$ cat src/torque_cutoff_pkg.sv
/*
 * Constants for the dual-channel torque cutoff monitor: timing figures,
 * derived cycle counts and the state encoding.
 * Assumes a single 100 MHz clock.
 */
`default_nettype none
package torque_cutoff_pkg;
    localparam int CLK_HZ           = 100_000_000;
    localparam int TEST_PULSE_US    = 1000;   // Longest test pulse allowed on a channel
    localparam int MISMATCH_MS      = 50;     // Disagreement limit before the alarm
    localparam int CUTOFF_MS        = 50;     // Longest cutoff response
    localparam int FILTER_CYCLES    = (CLK_HZ / 1_000_000) * TEST_PULSE_US;
    localparam int MISMATCH_CYCLES  = (CLK_HZ / 1000) * MISMATCH_MS;
    localparam int CUTOFF_CYCLES    = (CLK_HZ / 1000) * CUTOFF_MS;
    localparam int CNT_W            = 24;

    typedef enum logic [1:0] {
        ST_CUTOFF = 2'h0,
        ST_READY  = 2'h1,
        ST_RUN    = 2'h2,
        ST_FAULT  = 2'h3
    } drive_state_t;
endpackage
`default_nettype wire
$ cat src/torque_cutoff.sv
/*
 * Dual-channel torque cutoff monitor: filters two redundant safety inputs,
 * drives the power stage enable, and latches a channel mismatch alarm.
 * Assumes channel pins are asynchronous and high while current flows (on).
 * Only RESETN (power-up) clears the latched alarms.
 */
`default_nettype none
// Notes on behaviour
// Both channels off: cut output, coast.
// Both channels on: leave cutoff, await servo-on.
// Channels off while running: cutoff immediately.
// Mismatch longer than 50 ms raises alarm.
// Mismatch alarm latched until power cycle.
// Internal single fault: alarm and cut output.
// External test pulses shorter than 1 ms.
// External holds channels off at least 20 ms.
// Diagnostic toggles held at least 2 s.
// Cutoff completes within 50 ms of off.
// Servo-on runs; servo-off returns to ready.
// Filter off pulses shorter than test pulse.
module torque_cutoff #(
    parameter int FILTER_CYC   = torque_cutoff_pkg::FILTER_CYCLES,
    parameter int MISMATCH_CYC = torque_cutoff_pkg::MISMATCH_CYCLES
) (
    input  wire logic CLK,                      // 100 MHz clock
    input  wire logic RESETN,                   // Power-up reset, active low
    input  wire logic SAFETY_CHANNEL_A,         // Safety input A, high = on
    input  wire logic SAFETY_CHANNEL_B,         // Safety input B, high = on
    input  wire logic SERVO_ON,                 // Servo-on command, high = on
    input  wire logic CUTOFF_CIRCUIT_FAULT,     // Internal fault detector, high = fault
    output logic      POWER_STAGE_ENABLE,       // Gate drive enable, high = torque
    output logic      READY,                    // Ready for operation
    output logic      CHANNEL_MISMATCH_ALARM,   // Latched mismatch alarm
    output logic      SINGLE_FAULT_ALARM        // Latched cutoff circuit fault alarm
);
    localparam int CW = torque_cutoff_pkg::CNT_W;

    logic [1:0]   sync1;
    logic [1:0]   sync2;
    logic         fsync1;
    logic         fsync2;
    logic [1:0]   filt;
    logic [CW-1:0] off_cnt [2];
    logic [CW-1:0] mis_cnt;
    logic [CW-1:0] off_age;
    torque_cutoff_pkg::drive_state_t state;
    torque_cutoff_pkg::drive_state_t next_state;
    logic         both_on;
    logic         both_off;

    always_ff @(posedge CLK or negedge RESETN) begin
        if (!RESETN) begin
            sync1  <= 2'h0;
            sync2  <= 2'h0;
            fsync1 <= 1'b0;
            fsync2 <= 1'b0;
        end else begin
            sync1  <= {SAFETY_CHANNEL_B, SAFETY_CHANNEL_A};
            sync2  <= sync1;
            fsync1 <= CUTOFF_CIRCUIT_FAULT;
            fsync2 <= fsync1;
        end
    end

    // An on level passes at once; an off level must outlast a test pulse.
    // This delays the cutoff by 1 ms, well inside the 50 ms response budget.
    genvar g;
    generate
        for (g = 0; g < 2; g++) begin : g_filter
            always_ff @(posedge CLK or negedge RESETN) begin
                if (!RESETN) begin
                    off_cnt[g] <= '0;
                    filt[g]    <= 1'b0;
                end else if (sync2[g]) begin
                    off_cnt[g] <= '0;
                    filt[g]    <= 1'b1;
                end else if (off_cnt[g] >= CW'(FILTER_CYC)) begin
                    filt[g]    <= 1'b0;
                end else begin
                    off_cnt[g] <= off_cnt[g] + CW'(1);
                end
            end
        end
    endgenerate

    assign both_on  = filt[0] & filt[1];
    assign both_off = ~filt[0] & ~filt[1];

    // Mismatch timer runs on filtered levels so test pulses are not counted
    always_ff @(posedge CLK or negedge RESETN) begin
        if (!RESETN) begin
            mis_cnt                <= '0;
            CHANNEL_MISMATCH_ALARM <= 1'b0;
        end else begin
            if (filt[0] == filt[1]) begin
                mis_cnt <= '0;
            end else if (mis_cnt <= CW'(MISMATCH_CYC)) begin
                mis_cnt <= mis_cnt + CW'(1);
            end
            if (mis_cnt > CW'(MISMATCH_CYC)) begin
                CHANNEL_MISMATCH_ALARM <= 1'b1;                 // see R4
            end
        end
    end

    always_ff @(posedge CLK or negedge RESETN) begin
        if (!RESETN) begin
            SINGLE_FAULT_ALARM <= 1'b0;
        end else if (fsync2) begin
            SINGLE_FAULT_ALARM <= 1'b1;
        end
    end

    always_comb begin
        next_state = state;
        unique case (state)
            torque_cutoff_pkg::ST_CUTOFF: begin
                if (both_on) begin
                    next_state = torque_cutoff_pkg::ST_READY;
                end
            end
            torque_cutoff_pkg::ST_READY: begin
                if (SERVO_ON) begin
                    next_state = torque_cutoff_pkg::ST_RUN;
                end
            end
            torque_cutoff_pkg::ST_RUN: begin
                if (!SERVO_ON) begin
                    next_state = torque_cutoff_pkg::ST_READY;
                end
            end
            torque_cutoff_pkg::ST_FAULT: begin
                next_state = torque_cutoff_pkg::ST_FAULT;
            end
        endcase
        // Any channel off leaves no permission to drive torque
        if (state != torque_cutoff_pkg::ST_FAULT && !both_on) begin
            next_state = torque_cutoff_pkg::ST_CUTOFF;          // see R1
        end
        if (SINGLE_FAULT_ALARM) begin
            next_state = torque_cutoff_pkg::ST_FAULT;
        end
    end

    always_ff @(posedge CLK or negedge RESETN) begin
        if (!RESETN) begin
            state <= torque_cutoff_pkg::ST_CUTOFF;
        end else begin
            state <= next_state;
        end
    end

    always_ff @(posedge CLK or negedge RESETN) begin
        if (!RESETN) begin
            POWER_STAGE_ENABLE <= 1'b0;
            READY              <= 1'b0;
        end else begin
            POWER_STAGE_ENABLE <= (next_state == torque_cutoff_pkg::ST_RUN);
            READY              <= (next_state == torque_cutoff_pkg::ST_READY)
                                | (next_state == torque_cutoff_pkg::ST_RUN);
        end
    end

    property p_both_off_cut;
        @(posedge CLK) disable iff (!RESETN)
        both_off |=> !POWER_STAGE_ENABLE;
    endproperty
    a_both_off_cut: assert property (p_both_off_cut)
        else $error("Power stage enabled with both channels off");

    property p_ready_on_both;
        @(posedge CLK) disable iff (!RESETN)
        (state == torque_cutoff_pkg::ST_CUTOFF && both_on && !SINGLE_FAULT_ALARM)
            |=> READY;
    endproperty
    a_ready_on_both: assert property (p_ready_on_both)
        else $error("Not ready after both channels on");

    property p_run_cut;
        @(posedge CLK) disable iff (!RESETN)
        (POWER_STAGE_ENABLE && SERVO_ON && !filt[0]) |=> !POWER_STAGE_ENABLE;
    endproperty
    a_run_cut: assert property (p_run_cut)
        else $error("Running continued with a channel off");

    property p_mismatch;
        @(posedge CLK) disable iff (!RESETN)
        (mis_cnt == CW'(MISMATCH_CYC) && filt[0] != filt[1]) |=> ##1 CHANNEL_MISMATCH_ALARM;
    endproperty
    a_mismatch: assert property (p_mismatch)
        else $error("Mismatch alarm late");

    property p_mismatch_hold;
        @(posedge CLK) disable iff (!RESETN)
        CHANNEL_MISMATCH_ALARM |=> CHANNEL_MISMATCH_ALARM;
    endproperty
    a_mismatch_hold: assert property (p_mismatch_hold)
        else $error("Mismatch alarm cleared without reset");

    property p_fault_cut;
        @(posedge CLK) disable iff (!RESETN)
        fsync2 |=> ##1 (SINGLE_FAULT_ALARM && !POWER_STAGE_ENABLE && !READY);
    endproperty
    a_fault_cut: assert property (p_fault_cut)
        else $error("Single fault did not cut output");

    // Cycles since synced channel A went off; saturates just past the filter span
    always_ff @(posedge CLK or negedge RESETN) begin
        if (!RESETN) begin
            off_age <= '0;
        end else if (sync2[0]) begin
            off_age <= '0;
        end else if (off_age <= CW'(FILTER_CYC + 1)) begin
            off_age <= off_age + CW'(1);
        end
    end

    // Filter span plus one state edge is far inside the 50 ms budget
    property p_cutoff_time;
        @(posedge CLK) disable iff (!RESETN)
        (off_age > CW'(FILTER_CYC + 1)) |-> !POWER_STAGE_ENABLE;
    endproperty
    a_cutoff_time: assert property (p_cutoff_time)
        else $error("Cutoff not completed in time");

    property p_servo_run;
        @(posedge CLK) disable iff (!RESETN)
        (state == torque_cutoff_pkg::ST_READY && SERVO_ON && both_on && !SINGLE_FAULT_ALARM)
            |=> POWER_STAGE_ENABLE;
    endproperty
    a_servo_run: assert property (p_servo_run)
        else $error("Servo-on did not start running");

    property p_short_pulse;
        @(posedge CLK) disable iff (!RESETN)
        (sync2[0] && filt[0]) ##1 !sync2[0] |-> filt[0] [*8];
    endproperty
    a_short_pulse: assert property (p_short_pulse)
        else $error("Short off pulse passed filter");
endmodule
`default_nettype wire

$ cat config.mk
export PLATFORM = sky130hd
export DESIGN_NAME = torque_cutoff
export DESIGN_NICKNAME = d
export VERILOG_FILES = /design/src/torque_cutoff_pkg.sv /design/src/torque_cutoff.sv
export SDC_FILE = /design/constraint.sdc
export NUM_CORES = 1
export LEC_CHECK = 0
export CAP_MARGIN = 20
export CORE_UTILIZATION = 30
export CTS_CLUSTER_SIZE = 8
export DETAILED_ROUTE_END_ITERATION = 8
export DONT_BUFFER_PORTS = 1
export HOLD_SLACK_MARGIN = 0.1
export PLACE_DENSITY_LB_ADDON = 0.12
export SLEW_MARGIN = 20
export SYNTH_ARGS = -nofsm -noshare
export SYNTH_HDL_FRONTEND = slang
export SYNTH_SLANG_ARGS = --single-unit
$ cat constraint.sdc
create_clock -name CLK -period 6.5 [get_ports CLK]
set_input_delay 1.3 -clock CLK [delete_from_list [all_inputs] [get_ports CLK]]
set_output_delay 1.3 -clock CLK [all_outputs]
set_load 0.01 [all_outputs]
==> flow_summary_export.csv, run 1 <==
group,metric,value,unit
clock_network,cts.sinks,86,
outcome,status,"finished, final reports clean",
clock_network,post_cts_buffers,0,
synth,synth_nets,424,
detailed_routing,drt_iter0_markers,142,
timing,setup_ws,3.97,ns
pwr,leakage,1.84,nW
detailed_routing,via_count,2877,
synth,netlist_area,0.00410,mm^2
clock_network,cts.reportedPaths.clkPinSlew,0.06,ns
cells_and_area,nNetsFinal,419,
synth,synthDistinctLibCells,45,
die,core,0.0133,mm^2
cells_and_area,nFillCells,1376,
synth,synth_edf_count,0,
critical_path,worstPathCellList,"inv_1, ha_1, nor4bb_1, and4_1, mux2i_1, a211o_1, or4_1, a21oi_1",
clock_network,ctsResizeCount,0,
global_routing,grt_first_pass_wirelength,13.8,mm
global_routing,grt_max_degree,87,
pwr,ir_worst_vdd,0.157,mV
timing,finalCriticalPeriod,2.53,ns
die,die_w,119,um
critical_path,cp-end-kind,"register",
critical_path,crit_buf_inv,1,
pwr,p_per_area,248,mW/mm^2
timing,setup_viol,0,
cells_and_area,area_delta_synth_final,12.1,%
clock_network,cts_tree,"done",
flow_run,cap_viol_max_count,0,
cells_and_area,layout-drive-gt1-share,0.0562,
synth,syn_inst,410,
cells_and_area,diodes,0,
die,dieArea,0.0142,mm^2
synth,ys_warn_count,0,
clock_network,clk_latency,0.34,ns
timing,tightest_slew,1.00,ns
critical_path,cp-start-kind,"register",
critical_path,worst_path_largest_cell_delay,0.53,ns
clock_network,clock_path_buffers,2,
die,rows,42,
critical_path,timing_worst_setup_path_type,"register to register",
detailed_routing,wl,7.87,mm
min_path,hold_class,"register to register",
timing,finalSetupTns,0,ns
die,pin_count,10,
die,initial_core_util,0.309,
clock_network,cts_buffers,9,
timing,fin_skew,0.00585,ns
global_routing,grtUsageTotal,0.123,
synth,yosys_most_used_dff,"dfrtp_1",
global_routing,grt_overflow,0,
detailed_routing,drt-wirelength-per-cell,13.5,um
synth,ys_ff_latch,86,
place,hpwl,4.91,mm
clock_network,cts_max_level,3,
place,port_buffers,0,
timing,finalHoldViolCount,0,
synth,yosysSeqAreaShare,0.524,
clock_network,root_buffer,"clkbuf_16",
die,die_y,119,um
detailed_routing,drtAntennaViolNets,0,
detailed_routing,route.detailed.drc,0,
critical_path,arrival,2.79,ns
critical_path,crit_fanout,17,
critical_path,crit_family,"simple AND/OR/NAND/NOR gates",
clock_network,holdBufCountCts,0,
timing,rsz0062_at_grt,"no",
detailed_routing,vias_per_cell,4.92,
timing,slew_headroom,0.331,
global_routing,grt_pass1_vias,2900,
cells_and_area,mostFrequentLayoutCells,"dfrtp_1 (86), nor2_1 (39), nand2_1 (30), xnor2_1 (26), a21oi_1 (23)",
critical_path,cpMaxStageDelayCell,"or4_1",
global_routing,antenna_found_initial,0,
timing,timing.fmax,395,MHz
detailed_routing,drtPass1Iterations,4,
critical_path,critPathRequiredTime,6.76,ns
place,dp_slack,3.98,ns
synth,syn_avg_cell_area,10.0,um^2
critical_path,r2r_slack,3.97,ns
synth,async_flop_share,1.00,
timing,fin_crit_sh,0.390,
place,place.gp.congestion,0.795,
cells_and_area,final_common_cell,"dfrtp_1",
timing,finalMaxSlewViolations,0,
## final cells by class
class / count / area, um^2 / share of cell area
clock buffers: 11 / 243 / 0.0528
clock inverters: 4 / 95.1 / 0.0207
inverters: 18 / 67.6 / 0.0147
multi-input cells: 290 / 1820 / 0.396
flip-flops and latches: 86 / 2150 / 0.468
well taps: 176 / 220 / 0.0479
## worst reg2reg max path: cells and delay by family, from the launching register on
family	cells	cell delay, ns
AOI/OAI and AO/OA	2	0.65
adders and majority gates	1	0.14
buffers and inverters	1	0.10
DFF	1	0.40
muxes	1	0.12
and+or+nand+nor	3	1.03
## metrics by stage
stage          instance area, um^2  power, mW   util  std cells  hold WS, ns
2_1_floorplan                 4100      0.564      -        410        0.331
6_report                      4600       1.14  0.346        585        0.350
3_5_place_dp                  4260      0.567  0.321        570        0.340
3_3_place_gp                  4260      0.567  0.321        570        0.338
4_1_cts                       4600       1.17  0.346        585        0.353
5_1_grt                       4600       1.19  0.346        585        0.354
## path summary, 6_finish.rpt
check                           start     endpoint  cells after the start
max                        mis_cnt[0]  mis_cnt[20]                      8
min                          sync1[0]     sync2[0]                      0
max reg2reg                mis_cnt[0]  mis_cnt[20]                      8
min reg2reg                  sync1[0]     sync2[0]                      0
max in group asynchronous      RESETN     sync1[1]                      0
min in group asynchronous      RESETN  off_cnt[38]                      0
## per-layer routing
metal  share of wire  GRT usage
met1            0.50      0.160
met2            0.46      0.190
met3           0.032     0.0445
met4           0.012     0.0380
met5               0          0
## power by group
part           total [mW]  internal [mW]  switching (mW)  leakage (nW)
Clock               0.584          0.383           0.200         0.166
Sequential          0.548          0.540         0.00805          1.16
Combinational     0.00919        0.00443         0.00476         0.518
## registers in the layout, indices dropped and copies added, names as in the netlist
register / count
off_cnt: 48
filt: 2
POWER_STAGE_ENABLE: 1
sync2: 2
fsync1: 1
mis_cnt: 24
SINGLE_FAULT_ALARM: 1
sync1: 2
state: 2
READY: 1
CHANNEL_MISMATCH_ALARM: 1
fsync2: 1
## logic make-up after synthesis
group	Yosys count	synth area share
fa+ha+maj	8	0.0244
flops	86	0.524
xor+xnor	31	0.0662
mux	2	0.00488
simple gates	187	0.251
compound gates	62	0.0979
buf+inv	34	0.0314
## synthesized netlist by cell type (all sizes together), types with 14 or more instances
master  instances  area (um^2)
a21oi          23          115
nor3           16         80.1
nand2          30          113
xnor2          26          228
nor2b          14         87.6
nor4           15          121
clkbuf         15         56.3
nand3          20          100
nor2           39          146
dfrtp          86         2150
o21ai          14         70.1
inv            18         67.6
Power figures use the tool's default switching activity.
==> run 2: changes to the inputs <==
- ABC_AREA: not set -> 1
- clock period: 6.5 -> 2.6 ns (I/O delays scaled with it)
==> flow_summary_export.csv, run 2 <==
group,metric,value,unit
cells_and_area,nFillCells,1762,
timing,fin_skew,0.0116,ns
detailed_routing,wl,12.2,mm
timing,tightest_slew,0.562,ns
detailed_routing,drt-wirelength-per-cell,13.4,um
synth,synth_area_leader_cell,"dfrtp_1",
cells_and_area,mostFrequentLayoutCells,"nand2_1 (201), nor2_1 (108), dfrtp_1 (86), nand3_1 (66), inv_1 (58)",
detailed_routing,drtAntennaViolNets,0,
critical_path,worst_path_largest_cell_delay,0.45,ns
cells_and_area,final_common_cell,"nand2_1",
detailed_routing,vias_per_cell,4.75,
critical_path,critPathRequiredTime,2.83,ns
die,die_w,132,um
synth,ys_ff_latch,86,
critical_path,r2r_slack,0.64,ns
synth,synthDistinctLibCells,31,
die,core,0.0165,mm^2
min_path,hold_path_startpoint,"CUTOFF_CIRCUIT_FAULT",
place,dp_slack,0.714,ns
detailed_routing,drt_iter0_markers,275,
timing,finalMaxSlewViolations,0,
synth,synth_nets,704,
global_routing,grt_pass1_vias,4308,
synth,yosysSeqAreaShare,0.426,
clock_network,cts.sinks,86,
timing,timing.fmax,511,MHz
clock_network,root_buffer,"clkbuf_16",
cells_and_area,diodes,0,
clock_network,cts_tree,"done",
clock_network,cts_buffers,9,
pwr,leakage,2.52,nW
clock_network,cts_max_level,3,
clock_network,ctsResizeCount,0,
clock_network,clock_path_buffers,2,
pwr,ir_worst_vdd,0.330,mV
detailed_routing,top_layer,"met4",
cells_and_area,top_register,"off_cnt",
die,die_y,132,um
critical_path,arrival,2.19,ns
timing,setup_viol,0,
min_path,hold_class,"input port to register",
critical_path,worstPathCellList,"ha_1, nand3_1, nor2_2, nand3_1, xor2_1, nor2_1, nand2_1, nand2_1",
cells_and_area,area_delta_synth_final,10.4,%
global_routing,grt_max_degree,87,
synth,ys_warn_count,0,
timing,finalCriticalPeriod,1.96,ns
global_routing,grtUsageTotal,0.150,
global_routing,grt_overflow,0,
timing,fin_crit_sh,0.752,
min_path,hold_depth,0,
critical_path,timing_worst_setup_path_type,"register to register",
detailed_routing,wl_met1,6.00,mm
global_routing,antenna_found_initial,0,
critical_path,cpMaxStageDelayCell,"dfrtp_1",
place,place.gp.congestion,0.861,
die,initial_core_util,0.306,
critical_path,cp-start-kind,"register",
timing,slew_headroom,0.626,
timing,rsz0062_at_grt,"no",
cells_and_area,nNetsFinal,700,
cells_and_area,largest_register_ffs,48,
clock_network,post_cts_buffers,0,
flow_run,cap_viol_max_count,0,
synth,syn_avg_cell_area,7.33,um^2
place,hpwl,8.35,mm
critical_path,crit_fanout,6,
detailed_routing,via_count,4330,
synth,synth.most_common_cell,"nand2_1",
critical_path,cp-end-kind,"register",
critical_path,timing.rr.end,"mis_cnt[14]",
cells_and_area,top_regs,"off_cnt (48), mis_cnt (24)",
synth,synth_edf_count,0,
synth,yosys_most_used_dff,"dfrtp_1",
timing,finalHoldViolCount,0,
detailed_routing,route.detailed.drc,0,
clock_network,cts.reportedPaths.clkPinSlew,0.07,ns
place,port_buffers,0,
clock_network,clk_latency,0.35,ns
synth,syn_inst,690,
die,rows,47,
synth,netlist_area,0.00506,mm^2
synth,synth_commonest_cells,"nand2_1 (201), nor2_1 (108), dfrtp_1 (86)",
detailed_routing,wl_met3,340,um
cells_and_area,multi_input_area,0.00254,mm^2
outcome,status,"finished, final reports clean",
die,dieArea,0.0174,mm^2
detailed_routing,drtPass1Iterations,4,
synth,async_flop_share,1.00,
synth,synthTopCellsByArea,"dfrtp_1 (43%), nand2_1 (15%), nor2_1 (8.0%)",
cells_and_area,regArea,0.00215,mm^2
timing,finalSetupTns,0,ns
critical_path,r2r-start,"mis_cnt[0]",
global_routing,grt_first_pass_wirelength,20.9,mm
critical_path,r2r_cells,8,
die,pin_count,10,
detailed_routing,wl_met2,5.53,mm
timing,whs,0.197,ns
timing,setup_ws,0.645,ns
cells_and_area,layout-drive-gt1-share,0.0724,
min_path,holdPathEnd,"fsync1",
pwr,p_per_area,495,mW/mm^2
synth,yosysTopAreaCellShare,0.426,
==> run 2: where the power goes <==
group          switching (mW)  internal, mW  total (mW)
clock network           0.560         0.774        1.33
registers              0.0115          1.35        1.36
logic                  0.0533        0.0170      0.0704
==> run 2: cell type report <==
class	count	share of cell area
multi-input combinational	517	0.455
sequential	86	0.385
tap	220	0.0493
inverter	66	0.0444
clock buffer	11	0.0435
timing repair buffer	6	0.0121
clock inverter	5	0.0103
==> run 2: worst max-delay path by stage <==
stage | start | to | cells after the start
after global placement | mis_cnt[0] | mis_cnt[14] | 8
final | mis_cnt[0] | mis_cnt[14] | 8
after global routing | mis_cnt[0] | mis_cnt[14] | 8
after floorplan | mis_cnt[0] | mis_cnt[14] | 8
after detailed placement | mis_cnt[0] | mis_cnt[14] | 8
after CTS | mis_cnt[0] | mis_cnt[14] | 8
==> run 2: stage by stage <==
| stage | utilization | power, mW | cell area (um^2) | std cells |
|---|---|---|---|---|
| after floorplan | - | 1.41 | 5060 | 690 |
| after CTS | 0.338 | 2.83 | 5580 | 911 |
| after global routing | 0.338 | 2.88 | 5580 | 911 |
| final | 0.338 | 2.77 | 5580 | 911 |
| after global placement | 0.317 | 1.42 | 5250 | 893 |
| after detailed placement | 0.317 | 1.43 | 5250 | 893 |
==> run 2: worst max-delay path, delay by kind of cell, from the launching register on <==
kind | cells | cell delay (ns)
adders and majority gates | 1 | 0.36
DFF | 1 | 0.45
xor gates and xnor gates | 1 | 0.15
and+or+nand+nor | 6 | 0.89
==> run 2: cells by family (layout without fill, tap and decap cells) <==
logic type                 after synthesis  in the layout  synth area share
and+or+nand+nor                        459            459             0.410
buffers and inverters                   87             88            0.0720
DFF                                     86             86             0.426
xor gates and xnor gates                28             28            0.0485
AOI/OAI and AO/OA                       22             22            0.0245
adders and majority gates                8              8            0.0198
==> run 2: layer usage <==
layer / GRT usage / up-vias
met5: 0 / -
met3: 0.0258 / 22
met4: 0.0672 / 0
met1: 0.195 / 2053
met2: 0.243 / 59
li1: - / 2196
==> run 2: timing repair <==
item / CTS / global route
endpoints found under the hold margin: 86 / 0
setup endpoints to repair: 0 / 0
hold buffers: 2 / 0
